[config.mk]
export PLATFORM = sky130hd
export DESIGN_NAME = dmac_top
export DESIGN_NICKNAME = d
export VERILOG_FILES = /design/src/include/dmac_pkg.sv /design/src/verilog/dmac_addr.sv /design/src/verilog/dmac_arb.sv /design/src/verilog/dmac_top.sv
export VERILOG_INCLUDE_DIRS = /design/src /design/src/include
export SDC_FILE = /design/constraint.sdc
export NUM_CORES = 2
export LEC_CHECK = 0
export BUFFER_PORTS_ARGS = -buffer_cell sky130_fd_sc_hd__buf_4
export CORE_UTILIZATION = 35
export CTS_CLUSTER_SIZE = 8
export DETAILED_ROUTE_END_ITERATION = 7
export PLACE_DENSITY = 0.49
export REMOVE_ABC_BUFFERS = 1
export SETUP_SLACK_MARGIN = 0.1
export SLEW_MARGIN = 20
export SYNTH_ARGS = -nofsm -noshare
export SYNTH_HDL_FRONTEND = slang
export SYNTH_SLANG_ARGS = --single-unit
[constraint.sdc]
create_clock -name clk_sys -period 71 [get_ports clk_sys]
set_input_delay 10.65 -clock clk_sys [delete_from_list [all_inputs] [get_ports clk_sys]]
set_output_delay 10.65 -clock clk_sys [all_outputs]
set_load 0.005 [all_outputs]
[src/include/dmac_params.svh]
// register offsets, field positions and reset values of the dma channel block
`ifndef DMAC_PARAMS_SVH
`define DMAC_PARAMS_SVH
// byte address = {global, channel[1:0], word index[2:0], 2'b00}
`define DMAC_GLOBAL_BIT 7
`define DMAC_R_SAR 3'h0
`define DMAC_R_DAR 3'h1
`define DMAC_R_CRA 3'h2
`define DMAC_R_CRB 3'h3
`define DMAC_R_MODE 3'h4
`define DMAC_R_EN 3'h5
`define DMAC_R_OFS 3'h6
`define DMAC_G_STAT 3'h0
`define DMAC_G_MASK 3'h1
`define DMAC_G_MSTOP 3'h2
// enable register fields
`define DMAC_EN_BIT 0
`define DMAC_SWREQ_BIT 1
// reset values
`define DMAC_MSTOP_RST 1'h0
`define DMAC_ADDR_RST 32'h0000_0000
`define DMAC_CRA_RST 16'h0000
`define DMAC_CRB_RST 11'h000
`define DMAC_CRA_ONE 16'h0001
`define DMAC_CRB_ONE 11'h001
`endif

[src/include/dmac_pkg.sv]
// types shared by the dma channel block
package dmac_pkg;
  typedef enum logic [1:0] {
    DMAC_NORMAL = 2'b00,
    DMAC_REPEAT = 2'b01,
    DMAC_BLOCK = 2'b10,
    DMAC_RSVD = 2'b11
  } dmac_mode_e;
  typedef enum logic [1:0] {
    DMAC_FIX = 2'b00,
    DMAC_INC = 2'b01,
    DMAC_DEC = 2'b10,
    DMAC_OFS = 2'b11
  } dmac_upd_e;
  typedef enum logic [1:0] {
    DMAC_ST_IDLE = 2'b00,
    DMAC_ST_READ = 2'b01,
    DMAC_ST_WRITE = 2'b10,
    DMAC_ST_NEXT = 2'b11
  } dmac_state_e;
  // mode register b layout, lsb first: mode, src update, dst update, size, area, repeat stop
  typedef struct packed {
    logic rpt_stop;
    logic area_dst;
    logic [1:0] size;
    dmac_upd_e dupd;
    dmac_upd_e supd;
    dmac_mode_e mode;
  } dmac_mode_s;
  typedef struct packed {
    logic req;
    logic we;
    logic [1:0] size;
    logic [31:0] addr;
    logic [31:0] wdata;
  } dmac_mem_s;
endpackage

[src/verilog/dmac_addr.sv]
// next transfer address: fixed, increment, decrement or add offset
`timescale 1ns/1ps
module dmac_addr
  import dmac_pkg::*;
#(
  parameter int AW = 32
) (
  input wire logic [AW-1:0] addr,
  input wire dmac_upd_e upd,
  input wire logic [1:0] size,
  input wire logic [AW-1:0] ofs,
  input wire logic ofs_ok,
  output logic [AW-1:0] next
);
  // unit width 8, 16 or 32 bits gives a step of 1, 2 or 4 bytes
  function automatic logic [AW-1:0] step_of(input logic [1:0] sz);
    step_of = (sz == 2'h2) ? AW'(4) : (sz == 2'h1) ? AW'(2) : AW'(1);
  endfunction
  wire [AW-1:0] step = step_of(size);
  // offset mode on a channel without offset hardware leaves the address alone
  assign next = (upd == DMAC_INC) ? addr + step :
                (upd == DMAC_DEC) ? addr - step :
                (upd == DMAC_OFS && ofs_ok) ? addr + ofs : addr;
endmodule

[src/verilog/dmac_arb.sv]
// fixed priority arbiter, lowest index wins
`timescale 1ns/1ps
module dmac_arb
  import dmac_pkg::*;
#(
  parameter int NCH = 4
) (
  input wire logic [NCH-1:0] req,
  output logic any,
  output logic [1:0] idx
);
  logic [NCH-1:0] lower;
  logic [1:0] pick [NCH+1];
  // lower[i] tells that some channel below i is asking
  assign lower[0] = 1'b0;
  assign pick[NCH] = 2'h0;
  genvar i;
  generate
    for (i = 1; i < NCH; i++) begin : g_low
      assign lower[i] = lower[i-1] | req[i-1];
    end
    for (i = 0; i < NCH; i++) begin : g_pick
      assign pick[i] = (req[i] && !lower[i]) ? 2'(i) : pick[i+1];
    end
  endgenerate
  assign any = |req;
  assign idx = pick[0];
endmodule

[src/verilog/dmac_top.sv]
// four channel dma engine with wishbone registers and a memory master port
// How it works
// - normal mode: one unit per request, 65536 runs
// - addresses update independently; offset only channel zero
// - unit width byte, word or longword
// - repeat mode: one unit, size up to 65536, count up to 2048
// - repeat size done: repeat area address restored
// - repeat count exhausted ends the run
// - repeat end interrupt; enable write resumes
// - block mode: whole block per request
// - block length taken from count register a
// - area bit picks source or destination
// - engine runs after reset, not stopped
// - module stop also stops transfer unit
// - transfer end interrupt when count reached
// - fixed priority, channel zero highest
`timescale 1ns/1ps
`include "dmac_params.svh"
module dmac_top
  import dmac_pkg::*;
#(
  parameter int NCH = 4
) (
  input wire logic clk_sys,
  input wire logic sys_rst,
  input wire logic wb_cyc_i,
  input wire logic wb_stb_i,
  input wire logic wb_we_i,
  input wire logic [7:0] wb_adr_i,
  input wire logic [31:0] wb_dat_i,
  input wire logic [3:0] wb_sel_i,
  output logic [31:0] wb_dat_o,
  output logic wb_ack_o,
  input wire logic [NCH-1:0] dreq_i,
  output dmac_mem_s mem_o,
  input wire logic mem_ack_i,
  input wire logic [31:0] mem_rdata_i,
  output logic irq_o,
  output logic dtu_stop_o
);
  if (NCH < 1 || NCH > 4) begin : g_bad
    $error("dmac_top: NCH must be 1 to 4");
  end

  logic [31:0] sar_reg [NCH];
  logic [31:0] dar_reg [NCH];
  logic [31:0] sar_ini_reg [NCH];
  logic [31:0] dar_ini_reg [NCH];
  logic [15:0] cra_reg [NCH];
  logic [15:0] rld_reg [NCH];
  logic [10:0] crb_reg [NCH];
  dmac_mode_s md_reg [NCH];
  logic [NCH-1:0] en_reg;
  logic [NCH-1:0] pend_reg;
  logic [31:0] ofs_reg;
  logic [2*NCH-1:0] sts_reg;
  logic [2*NCH-1:0] mask_reg;
  logic mstop_reg;
  logic ack_reg;
  logic [31:0] rd_reg;
  logic irq_reg;
  logic dtu_stop_reg;
  dmac_mem_s mem_reg;
  dmac_state_e st_reg;
  logic [1:0] cur_reg;
  logic first_reg;

  // byte lanes of a write
  function automatic logic [31:0] merge(input logic [31:0] old, input logic [31:0] d,
                                        input logic [3:0] sel);
    logic [31:0] m;
    m = {{8{sel[3]}}, {8{sel[2]}}, {8{sel[1]}}, {8{sel[0]}}};
    merge = (old & ~m) | (d & m);
  endfunction

  // bus decode; a write lands on the edge where the master sees ack
  wire bus_req = wb_cyc_i & wb_stb_i;
  wire wr = bus_req & wb_we_i & ack_reg;
  wire glob = wb_adr_i[`DMAC_GLOBAL_BIT];
  wire [1:0] wch = wb_adr_i[6:5];
  wire [2:0] widx = wb_adr_i[4:2];
  wire ch_ok = (32'(wch) < NCH);
  wire gwr = wr & glob;
  wire cwr = wr & ~glob & ch_ok;
  // narrow registers merged once; only the addressed channel takes the result
  wire [31:0] cra_mrg = merge({16'h0000, cra_reg[wch]}, wb_dat_i, wb_sel_i);
  wire [31:0] crb_mrg = merge({21'h0, crb_reg[wch]}, wb_dat_i, wb_sel_i);
  wire [31:0] md_mrg = merge({22'h0, md_reg[wch]}, wb_dat_i, wb_sel_i);

  // current channel view
  dmac_mode_s cmd;
  assign cmd = md_reg[cur_reg];
  wire [15:0] ccra = cra_reg[cur_reg];
  wire [10:0] ccrb = crb_reg[cur_reg];
  wire [31:0] csar = sar_reg[cur_reg];
  wire [31:0] cdar = dar_reg[cur_reg];
  logic [31:0] sar_upd;
  logic [31:0] dar_upd;

  // engine events: one unit written back
  wire done = (st_reg == DMAC_ST_WRITE) && mem_ack_i;
  wire cnt_last = (ccra == `DMAC_CRA_ONE);
  wire is_norm = (cmd.mode == DMAC_NORMAL);
  wire is_rep = (cmd.mode == DMAC_REPEAT);
  wire is_blk = (cmd.mode == DMAC_BLOCK);
  wire restore = cnt_last && !is_norm;
  wire run_last = cnt_last && (is_norm || ccrb == `DMAC_CRB_ONE);
  wire en_clr = run_last || (is_rep && cnt_last && cmd.rpt_stop);
  wire blk_more = is_blk && !cnt_last;

  // next values for the current channel
  wire [31:0] sar_nx = (restore && !cmd.area_dst) ? sar_ini_reg[cur_reg] : sar_upd;
  wire [31:0] dar_nx = (restore && cmd.area_dst) ? dar_ini_reg[cur_reg] : dar_upd;
  wire [15:0] cra_nx = restore ? rld_reg[cur_reg] : ccra - 16'h0001;
  wire [10:0] crb_nx = restore ? ccrb - 11'h001 : ccrb;

  dmac_addr #(.AW(32)) u_src (
    .addr(csar),
    .upd(cmd.supd),
    .size(cmd.size),
    .ofs(ofs_reg),
    .ofs_ok(cur_reg == 2'h0),
    .next(sar_upd)
  );
  dmac_addr #(.AW(32)) u_dst (
    .addr(cdar),
    .upd(cmd.dupd),
    .size(cmd.size),
    .ofs(ofs_reg),
    .ofs_ok(cur_reg == 2'h0),
    .next(dar_upd)
  );

  // arbitration over pending and enabled channels; stopped module starts nothing
  logic g_any;
  logic [1:0] g_idx;
  wire [NCH-1:0] elig = pend_reg & en_reg;
  dmac_arb #(.NCH(NCH)) u_arb (
    .req(elig),
    .any(g_any),
    .idx(g_idx)
  );
  wire go = (st_reg == DMAC_ST_IDLE) && g_any && !mstop_reg;

  // events into status: low half transfer end, high half repeat end
  logic [2*NCH-1:0] ev;
  always_comb begin
    ev = '0;
    if (done && run_last) ev[cur_reg] = 1'b1;
    if (done && is_rep && cnt_last) ev[NCH+32'(cur_reg)] = 1'b1;
  end
  wire [2*NCH-1:0] w1c = (gwr && widx == `DMAC_G_STAT) ? wb_dat_i[2*NCH-1:0] : '0;

  // per channel registers; software enable write wins so a handler can resume
  always_ff @(posedge clk_sys or posedge sys_rst) begin
    if (sys_rst) begin
      for (int i = 0; i < NCH; i++) begin
        sar_reg[i] <= `DMAC_ADDR_RST;
        dar_reg[i] <= `DMAC_ADDR_RST;
        sar_ini_reg[i] <= `DMAC_ADDR_RST;
        dar_ini_reg[i] <= `DMAC_ADDR_RST;
        cra_reg[i] <= `DMAC_CRA_RST;
        rld_reg[i] <= `DMAC_CRA_RST;
        crb_reg[i] <= `DMAC_CRB_RST;
        md_reg[i] <= '0;
      end
      en_reg <= '0;
      pend_reg <= '0;
    end else begin
      for (int i = 0; i < NCH; i++) begin
        if (done && 32'(cur_reg) == i) begin
          sar_reg[i] <= sar_nx;
          dar_reg[i] <= dar_nx;
          cra_reg[i] <= cra_nx;
          crb_reg[i] <= crb_nx;
          if (en_clr) en_reg[i] <= 1'b0;
        end
        if (cwr && 32'(wch) == i) begin
          case (widx)
            `DMAC_R_SAR: begin
              sar_reg[i] <= merge(sar_reg[i], wb_dat_i, wb_sel_i);
              sar_ini_reg[i] <= merge(sar_reg[i], wb_dat_i, wb_sel_i);
            end
            `DMAC_R_DAR: begin
              dar_reg[i] <= merge(dar_reg[i], wb_dat_i, wb_sel_i);
              dar_ini_reg[i] <= merge(dar_reg[i], wb_dat_i, wb_sel_i);
            end
            `DMAC_R_CRA: begin
              cra_reg[i] <= cra_mrg[15:0];
              rld_reg[i] <= cra_mrg[15:0];
            end
            `DMAC_R_CRB: crb_reg[i] <= crb_mrg[10:0];
            `DMAC_R_MODE: md_reg[i] <= dmac_mode_s'(md_mrg[9:0]);
            `DMAC_R_EN: begin
              if (wb_sel_i[0]) en_reg[i] <= wb_dat_i[`DMAC_EN_BIT];
            end
            default: ;
          endcase
        end
      end
      // request lines and software starts are sticky; a new one beats the grant clear
      pend_reg <= (pend_reg & ~((go ? NCH'(1) << g_idx : '0))) | dreq_i
                  | ((cwr && widx == `DMAC_R_EN && wb_sel_i[0] && wb_dat_i[`DMAC_SWREQ_BIT])
                     ? NCH'(1) << wch : '0);
    end
  end

  // global registers; hardware set beats the write-one clear
  always_ff @(posedge clk_sys or posedge sys_rst) begin
    if (sys_rst) begin
      sts_reg <= '0;
      mask_reg <= '0;
      mstop_reg <= `DMAC_MSTOP_RST;
      ofs_reg <= `DMAC_ADDR_RST;
      irq_reg <= 1'b0;
      dtu_stop_reg <= 1'b0;
    end else begin
      sts_reg <= (sts_reg & ~w1c) | ev;
      if (gwr && widx == `DMAC_G_MASK) mask_reg <= wb_dat_i[2*NCH-1:0];
      if (gwr && widx == `DMAC_G_MSTOP) mstop_reg <= wb_dat_i[0];
      if (cwr && wch == 2'h0 && widx == `DMAC_R_OFS) ofs_reg <= merge(ofs_reg, wb_dat_i, wb_sel_i);
      irq_reg <= |(sts_reg & mask_reg);
      dtu_stop_reg <= mstop_reg;
    end
  end

  // read mux; unmapped words read zero
  logic [31:0] rd;
  always_comb begin
    rd = 32'h0000_0000;
    if (glob) begin
      case (widx)
        `DMAC_G_STAT: rd = 32'(sts_reg);
        `DMAC_G_MASK: rd = 32'(mask_reg);
        `DMAC_G_MSTOP: rd = {31'h0, mstop_reg};
        default: rd = 32'h0000_0000;
      endcase
    end else if (ch_ok) begin
      case (widx)
        `DMAC_R_SAR: rd = sar_reg[wch];
        `DMAC_R_DAR: rd = dar_reg[wch];
        `DMAC_R_CRA: rd = {16'h0000, cra_reg[wch]};
        `DMAC_R_CRB: rd = {21'h0, crb_reg[wch]};
        `DMAC_R_MODE: rd = {22'h0, md_reg[wch]};
        `DMAC_R_EN: rd = {30'h0, pend_reg[wch], en_reg[wch]};
        `DMAC_R_OFS: rd = (wch == 2'h0) ? ofs_reg : 32'h0000_0000;
        default: rd = 32'h0000_0000;
      endcase
    end
  end

  // classic slave: ack one cycle after the strobe, dropped the cycle after
  always_ff @(posedge clk_sys or posedge sys_rst) begin
    if (sys_rst) begin
      ack_reg <= 1'b0;
      rd_reg <= 32'h0000_0000;
    end else begin
      ack_reg <= bus_req & ~ack_reg;
      if (bus_req & ~ack_reg) rd_reg <= rd;
    end
  end

  // transfer engine: read a unit, write it, then idle or fetch the next block unit
  always_ff @(posedge clk_sys or posedge sys_rst) begin
    if (sys_rst) begin
      st_reg <= DMAC_ST_IDLE;
      cur_reg <= 2'h0;
      mem_reg <= '0;
      first_reg <= 1'b1;
    end else begin
      first_reg <= 1'b0;
      case (st_reg)
        DMAC_ST_IDLE: if (go) begin
          cur_reg <= g_idx;
          mem_reg <= {1'b1, 1'b0, md_reg[g_idx].size, sar_reg[g_idx], 32'h0000_0000};
          st_reg <= DMAC_ST_READ;
        end
        DMAC_ST_READ: if (mem_ack_i) begin
          mem_reg <= {1'b1, 1'b1, cmd.size, cdar, mem_rdata_i};
          st_reg <= DMAC_ST_WRITE;
        end
        DMAC_ST_WRITE: if (mem_ack_i) begin
          mem_reg.req <= 1'b0;
          st_reg <= blk_more ? DMAC_ST_NEXT : DMAC_ST_IDLE;
        end
        DMAC_ST_NEXT: begin
          mem_reg <= {1'b1, 1'b0, cmd.size, csar, 32'h0000_0000};
          st_reg <= DMAC_ST_READ;
        end
        default: st_reg <= DMAC_ST_IDLE;
      endcase
    end
  end

  assign wb_ack_o = ack_reg;
  assign wb_dat_o = rd_reg;
  assign mem_o = mem_reg;
  assign irq_o = irq_reg;
  assign dtu_stop_o = dtu_stop_reg;
endmodule
Yosys cells after proc, flatten, opt, wreduce, memory -nomap -nowiden. Index checks and enable logic that the tools add are counted.

Add/sub/neg operators: 9. $lt $le $gt $ge: 8. Eq/ne operators: 30. Shift operators: 2. Muxes and demuxes: 156. Bitwise gates (word level): 49. Reductions and logical operators: 71.

Operators with widths (count): $mux W32 (48); $bmux W32 S2 (7); $and A32 B32 Y32 (10); $mux W16 (19); $or A32 B32 Y32 (9); $pmux W32 S7 (1); $pmux W67 S3 (1); $mux W11 (17); $mux W68 (2); $add A32 B32 Y32 (4); $bmux W16 S2 (3); $sub A32 B32 Y32 (2); $bmux W10 S2 (3); $bmux W11 S2 (2); $mux W10 (4); $logic_and A1 B1 Y1 (35); $reduce_and A2 Y1 (17); $mux W8 (4); $not A32 Y32 (1); $mux W1 (25); $eq A2 B2 Y1 const B (12); $pmux W8 S3 (1); $mux W2 (9); $and A16 B16 Y16 (1); 47 further kinds (88).

Bits in registers: 888. Output and inout port bits: 103. Logic and storage cells: 394.

Longest topological paths before layout.
Depth in word-level cells: 15. Mapped depth: 25. Gate-level depth less buffers: 14.

Modules after synthesis. A second synthesis with hierarchy kept.

Cells, all modules: 5894. Area total of the unflattened synthesis: 56013.7 µm².

By module, submodules not included: dmac_top (instances 1, cells each 4591, area each 47575.6 µm², sequential area each 22221.3 µm²); dmac_addr (instances 2, cells each 648, area each 4201.5 µm², sequential area each 0.0 µm²); dmac_arb (instances 1, cells each 7, area each 35.0 µm², sequential area each 0.0 µm²).

Least setup slack after synthesis. No wires, ideal clock.

Kind: input -> register. Start point: in wb_adr_i[5]. End point: reg cra_reg[13] (netlist name). Setup time: 0.150 ns. Arrival: 13.242 ns. Setup slack: 57.607 ns. Stages: 6. Cell sequence: buf_1 -> clkbuf_1 -> buf_1 -> mux4_2 -> a21oi_1 -> a22oi_1.

Cells in the longest elaborated chain, start to end: 8.

Ends and longest elaborated chain: start, declared (line dmac_top.sv:29) `input wire logic [7:0] wb_adr_i,`; $not A2 Y3 (implied by the code) (line dmac_top.sv:86) `wire [31:0] cra_mrg = merge({16'h0000, cra_reg[wch]}, wb_dat_i, wb_sel_i);`; $bmux W16 S2 (line dmac_top.sv:86); $mux W16 (implied by the code) (2 in series) (line dmac_top.sv:86); $and A16 B16 Y16 (line dmac_top.sv:73) `merge = (old & ~m) | (d & m);`; $or A16 B16 Y16 (line dmac_top.sv:73); $mux W16 (line dmac_top.sv:179) `case (widx)`; $mux W16 * (line dmac_top.sv:178) `if (cwr && 32'(wch) == i) begin`; end signal, assigned by index (line dmac_top.sv:162) `` cra_reg[i] <= `DMAC_CRA_RST; ``; end signal, assigned by index (line dmac_top.sv:174) `cra_reg[i] <= cra_nx;`; end signal, assigned by index (line dmac_top.sv:189) `cra_reg[i] <= cra_mrg[15:0];`; end, declared (line dmac_top.sv:49) `logic [15:0] cra_reg [NCH];`.

Every way passes the cells marked *; elsewhere a longest branch is shown, timed or not. The select of a mux whose other input is x is not followed. A chain may end at the register's enable or synchronous reset.

Final worst setup path.
Start point: in wb_cyc_i. End point: reg sar_reg[13] (netlist name).

Cells in the longest elaborated chain, start to end: 6.

Ends and longest elaborated chain: start, declared (line dmac_top.sv:26) `input wire logic wb_cyc_i,`; $and A1 B1 Y1 (line dmac_top.sv:77) `wire bus_req = wb_cyc_i & wb_stb_i;`; $and A1 B1 Y1 (2 in series) (line dmac_top.sv:78) `wire wr = bus_req & wb_we_i & ack_reg;`; $and A1 B1 Y1 (line dmac_top.sv:84) `wire cwr = wr & ~glob & ch_ok;`; $logic_and A1 B1 Y1 (line dmac_top.sv:178); $mux W32 (line dmac_top.sv:178); end signal, assigned by index (line dmac_top.sv:158) `` sar_reg[i] <= `DMAC_ADDR_RST; ``; end signal, assigned by index (line dmac_top.sv:172) `sar_reg[i] <= sar_nx;`; end signal, assigned by index (line dmac_top.sv:181) `sar_reg[i] <= merge(sar_reg[i], wb_dat_i, wb_sel_i);`; end, declared (line dmac_top.sv:45) `logic [31:0] sar_reg [NCH];`.

No other way between the ends.

==> metrics <==
sequential fraction of the synthesis area=41.0%; largest net degree at the start of global routing=104; #FFs+latches synth=888; Final GP Congestion=0.998; power density cells=31.5 nW/um^2; # DRC=0; setup TNS=0 ps; mean post-synth cell area=9.55 sq um; GRT overflow=0; largest area contributor in the netlist=dfrtp_1; port bufs=186; TritonRoute pass-1 iters=6; Synth warnings=0; first-pass GRT wire length=348 mm; worst-skew pair later-pin latency=790 ps; Max Cap Violations=0; Final Hold Fails=0; H-tree lvl count=4; worst vdd ir=0.0000275 V; Top FF cell, synth=dfrtp_1; Worst Path Arrival=14910 ps; Max clock buf depth=3; Initial Utilization=35.2%; vias in the first global route=47656; slowest cell on the critical path=a21boi_1; Post-synth EDFFs=0; most common cell in the netlist=dfrtp_1; Netlist Area Pre-Place=54200 sq um; CTS tree=built; WL final=242 mm; slew margin rel.=14.6%; Antenna Nets Post-Route=0; RSZ-0062 raised after global routing=no; Yosys cell types=87; area growth from synthesis to layout=12.9%; Min-Delay Path Class=reg -> reg; via count=49293; critical path startpoint category=input pin; fillers=15400; post_cts resized=0; clk_skew=34.4 ps; register area=22200 sq um; Core Region=154000 sq um; Max Freq=70.3 MHz; worst reg-to-reg path cell count=11; Async SR Flop Fraction=100%; post-layout net count=5824; outcome=finished clean; initial antenna violation count=17; peak fanout along the critical path=27; post-synth top area share=41.0%; hold depth=0; synth cell count leaders=dfrtp_1, nand2_1, a21oi_1; worst reg2reg startpoint=cur_reg[1]$_DFFE_PP0P_; Critical R2R Capture=sar_reg[123]$_DFF_PP0_; Crit Path Category=in -> reg; multi-input logic area=30200 sq um; CTS buffer count=130; Die W=395 um; post-DR wirelength/cell=31.4 um; final setup vio count=0; Tmin final=14220 ps; Post-CTS Setup Bufs=0; clock-pin slew on the worst setup and hold paths=50 ps; critical-path cell list=buf_4, nand4_1, nor2_1, and3_1, nand2_4, nand2_1, a21boi_1, o32a_1, o21ai_0, o31ai_1; Worst R2R Setup Slack=64450 ps; overall die height=395 um; vias per inst=6.38; Pleak=24.9 nW; Die ar.=156000 sq um; overall routing resource usage=30.4%; CTS root buf=clkbuf_16; Cells after Synth=5674; Crit path largest cell delay=990 ps; DR iter-0 viols=5765; # rows=144; hold path startpoint=mstop_reg$_DFFE_PP0P_; hold path endpoint=dtu_stop_o$_DFF_PP0_; Hold Buf Count CTS=0; ranking of synthesized cells by area=dfrtp_1, mux4_2, a21oi_1, nand2_1, o21ai_0; HPWL Detailed=162 mm; max-slew violation count=0; CP Data Required Time=71690 ps; Final period util=20.0%; Ports=189; worst slew pin tran=1270 ps; layout cells sized above 1=16.5%; clock sink count=888; Final Total Pwr=1.93 mW; CP Capture Type=flip-flop
==> cell families (layout without fill, tap and decap cells) <==
group / after synthesis / in the layout / synth area share (%)
other cells: 0 / 8 / 0
xor+xnor: 110 / 110 / 1.78
compound gates: 2071 / 2071 / 23.3
mux: 399 / 399 / 14.8
buf+inv: 536 / 532 / 3.93
flops: 888 / 888 / 41.0
simple gates: 1579 / 1579 / 13.0
fa+ha+maj: 91 / 91 / 2.18
==> critical path, delay by kind of cell <==
kind | cells | cell delay [ps]
buffers and inverters | 1 | 80
AND/OR/NAND/NOR | 5 | 2690
AO/OA/AOI/OAI | 4 | 1460
==> routing by layer <==
layer	vias up	wire, um	track usage [%]
met1	24958	99900	41.1
li1	21176	-	-
met4	12	13000	14.7
met3	554	22500	7.20
met5	-	78	0
met2	2593	107000	45.7
==> final cells by class <==
type / instances / share of cell area (%)
Multi-Input combinational cell: 4250 / 49.3
Clock inverter: 16 / 0.419
Antenna cell: 8 / 0.0327
Clock buffer: 139 / 5.44
Sequential cell: 888 / 36.3
Tap cell: 2044 / 4.18
Timing Repair Buffer: 322 / 3.97
Inverter: 55 / 0.350
==> per-stage QoR <==
| step | hold WS (ps) | util [%] | cell area [sq um] | cells | setup WS (ps) |
|---|---|---|---|---|---|
| 2_1_floorplan | 390 | - | 52300 | 5193 | 35390 |
| 3_3_place_gp | 440 | 37.4 | 57600 | 7559 | 55900 |
| 3_5_place_dp | 443 | 37.4 | 57600 | 7559 | 55930 |
| 4_1_cts | 448 | 39.8 | 61200 | 7714 | 56750 |
| 5_1_grt | 457 | 39.8 | 61200 | 7714 | 56280 |
| 6_report | 448 | 39.8 | 61200 | 7722 | 56780 |
==> power breakdown <==
group / internal (mW) / leakage, nW / switching, mW / total (mW)
combinational: 0.261 / 11.1 / 0.458 / 0.719
clock: 0.333 / 1.75 / 0.247 / 0.579
sequential: 0.564 / 12.1 / 0.0641 / 0.628
==> cells in the final DEF, fill, tap and decap left out, types with 32 or more instances in the layout <==
cell type and instances:
inv_1 50, nor3_1 49, o22ai_1 147, a21o_1 33
mux2_2 49, dfrtp_1 886, o21a_1 97, o21ai_0 542
nor2_1 328, nand2b_1 36, o211ai_1 56, nand3_1 102
mux4_2 316, xnor2_1 79, mux2i_1 33, a21oi_1 608
nand4_1 37, o21ai_1 42, clkbuf_16 131, nand2_1 756
a221oi_1 32, and3_1 38, a22oi_1 180, a22o_1 37
buf_4 320, a31oi_1 72, and2_1 52, ha_1 83
==> worst max-delay path by stage <==
stage               startpoint                          to  slack (ps)  cells past startpoint
floorplan              sys_rst  asynchronous set/reset pin       35390                      1
global placement       sys_rst  asynchronous set/reset pin       55900                      6
detailed placement     sys_rst  asynchronous set/reset pin       55930                      6
CTS                    sys_rst  asynchronous set/reset pin       56750                      6
global route           sys_rst       dar_reg[62]$_DFF_PP0_       56280                      6
finish                wb_cyc_i       sar_reg[13]$_DFF_PP0_       56780                     10
No activity file was read; power rests on OpenSTA's default activity.
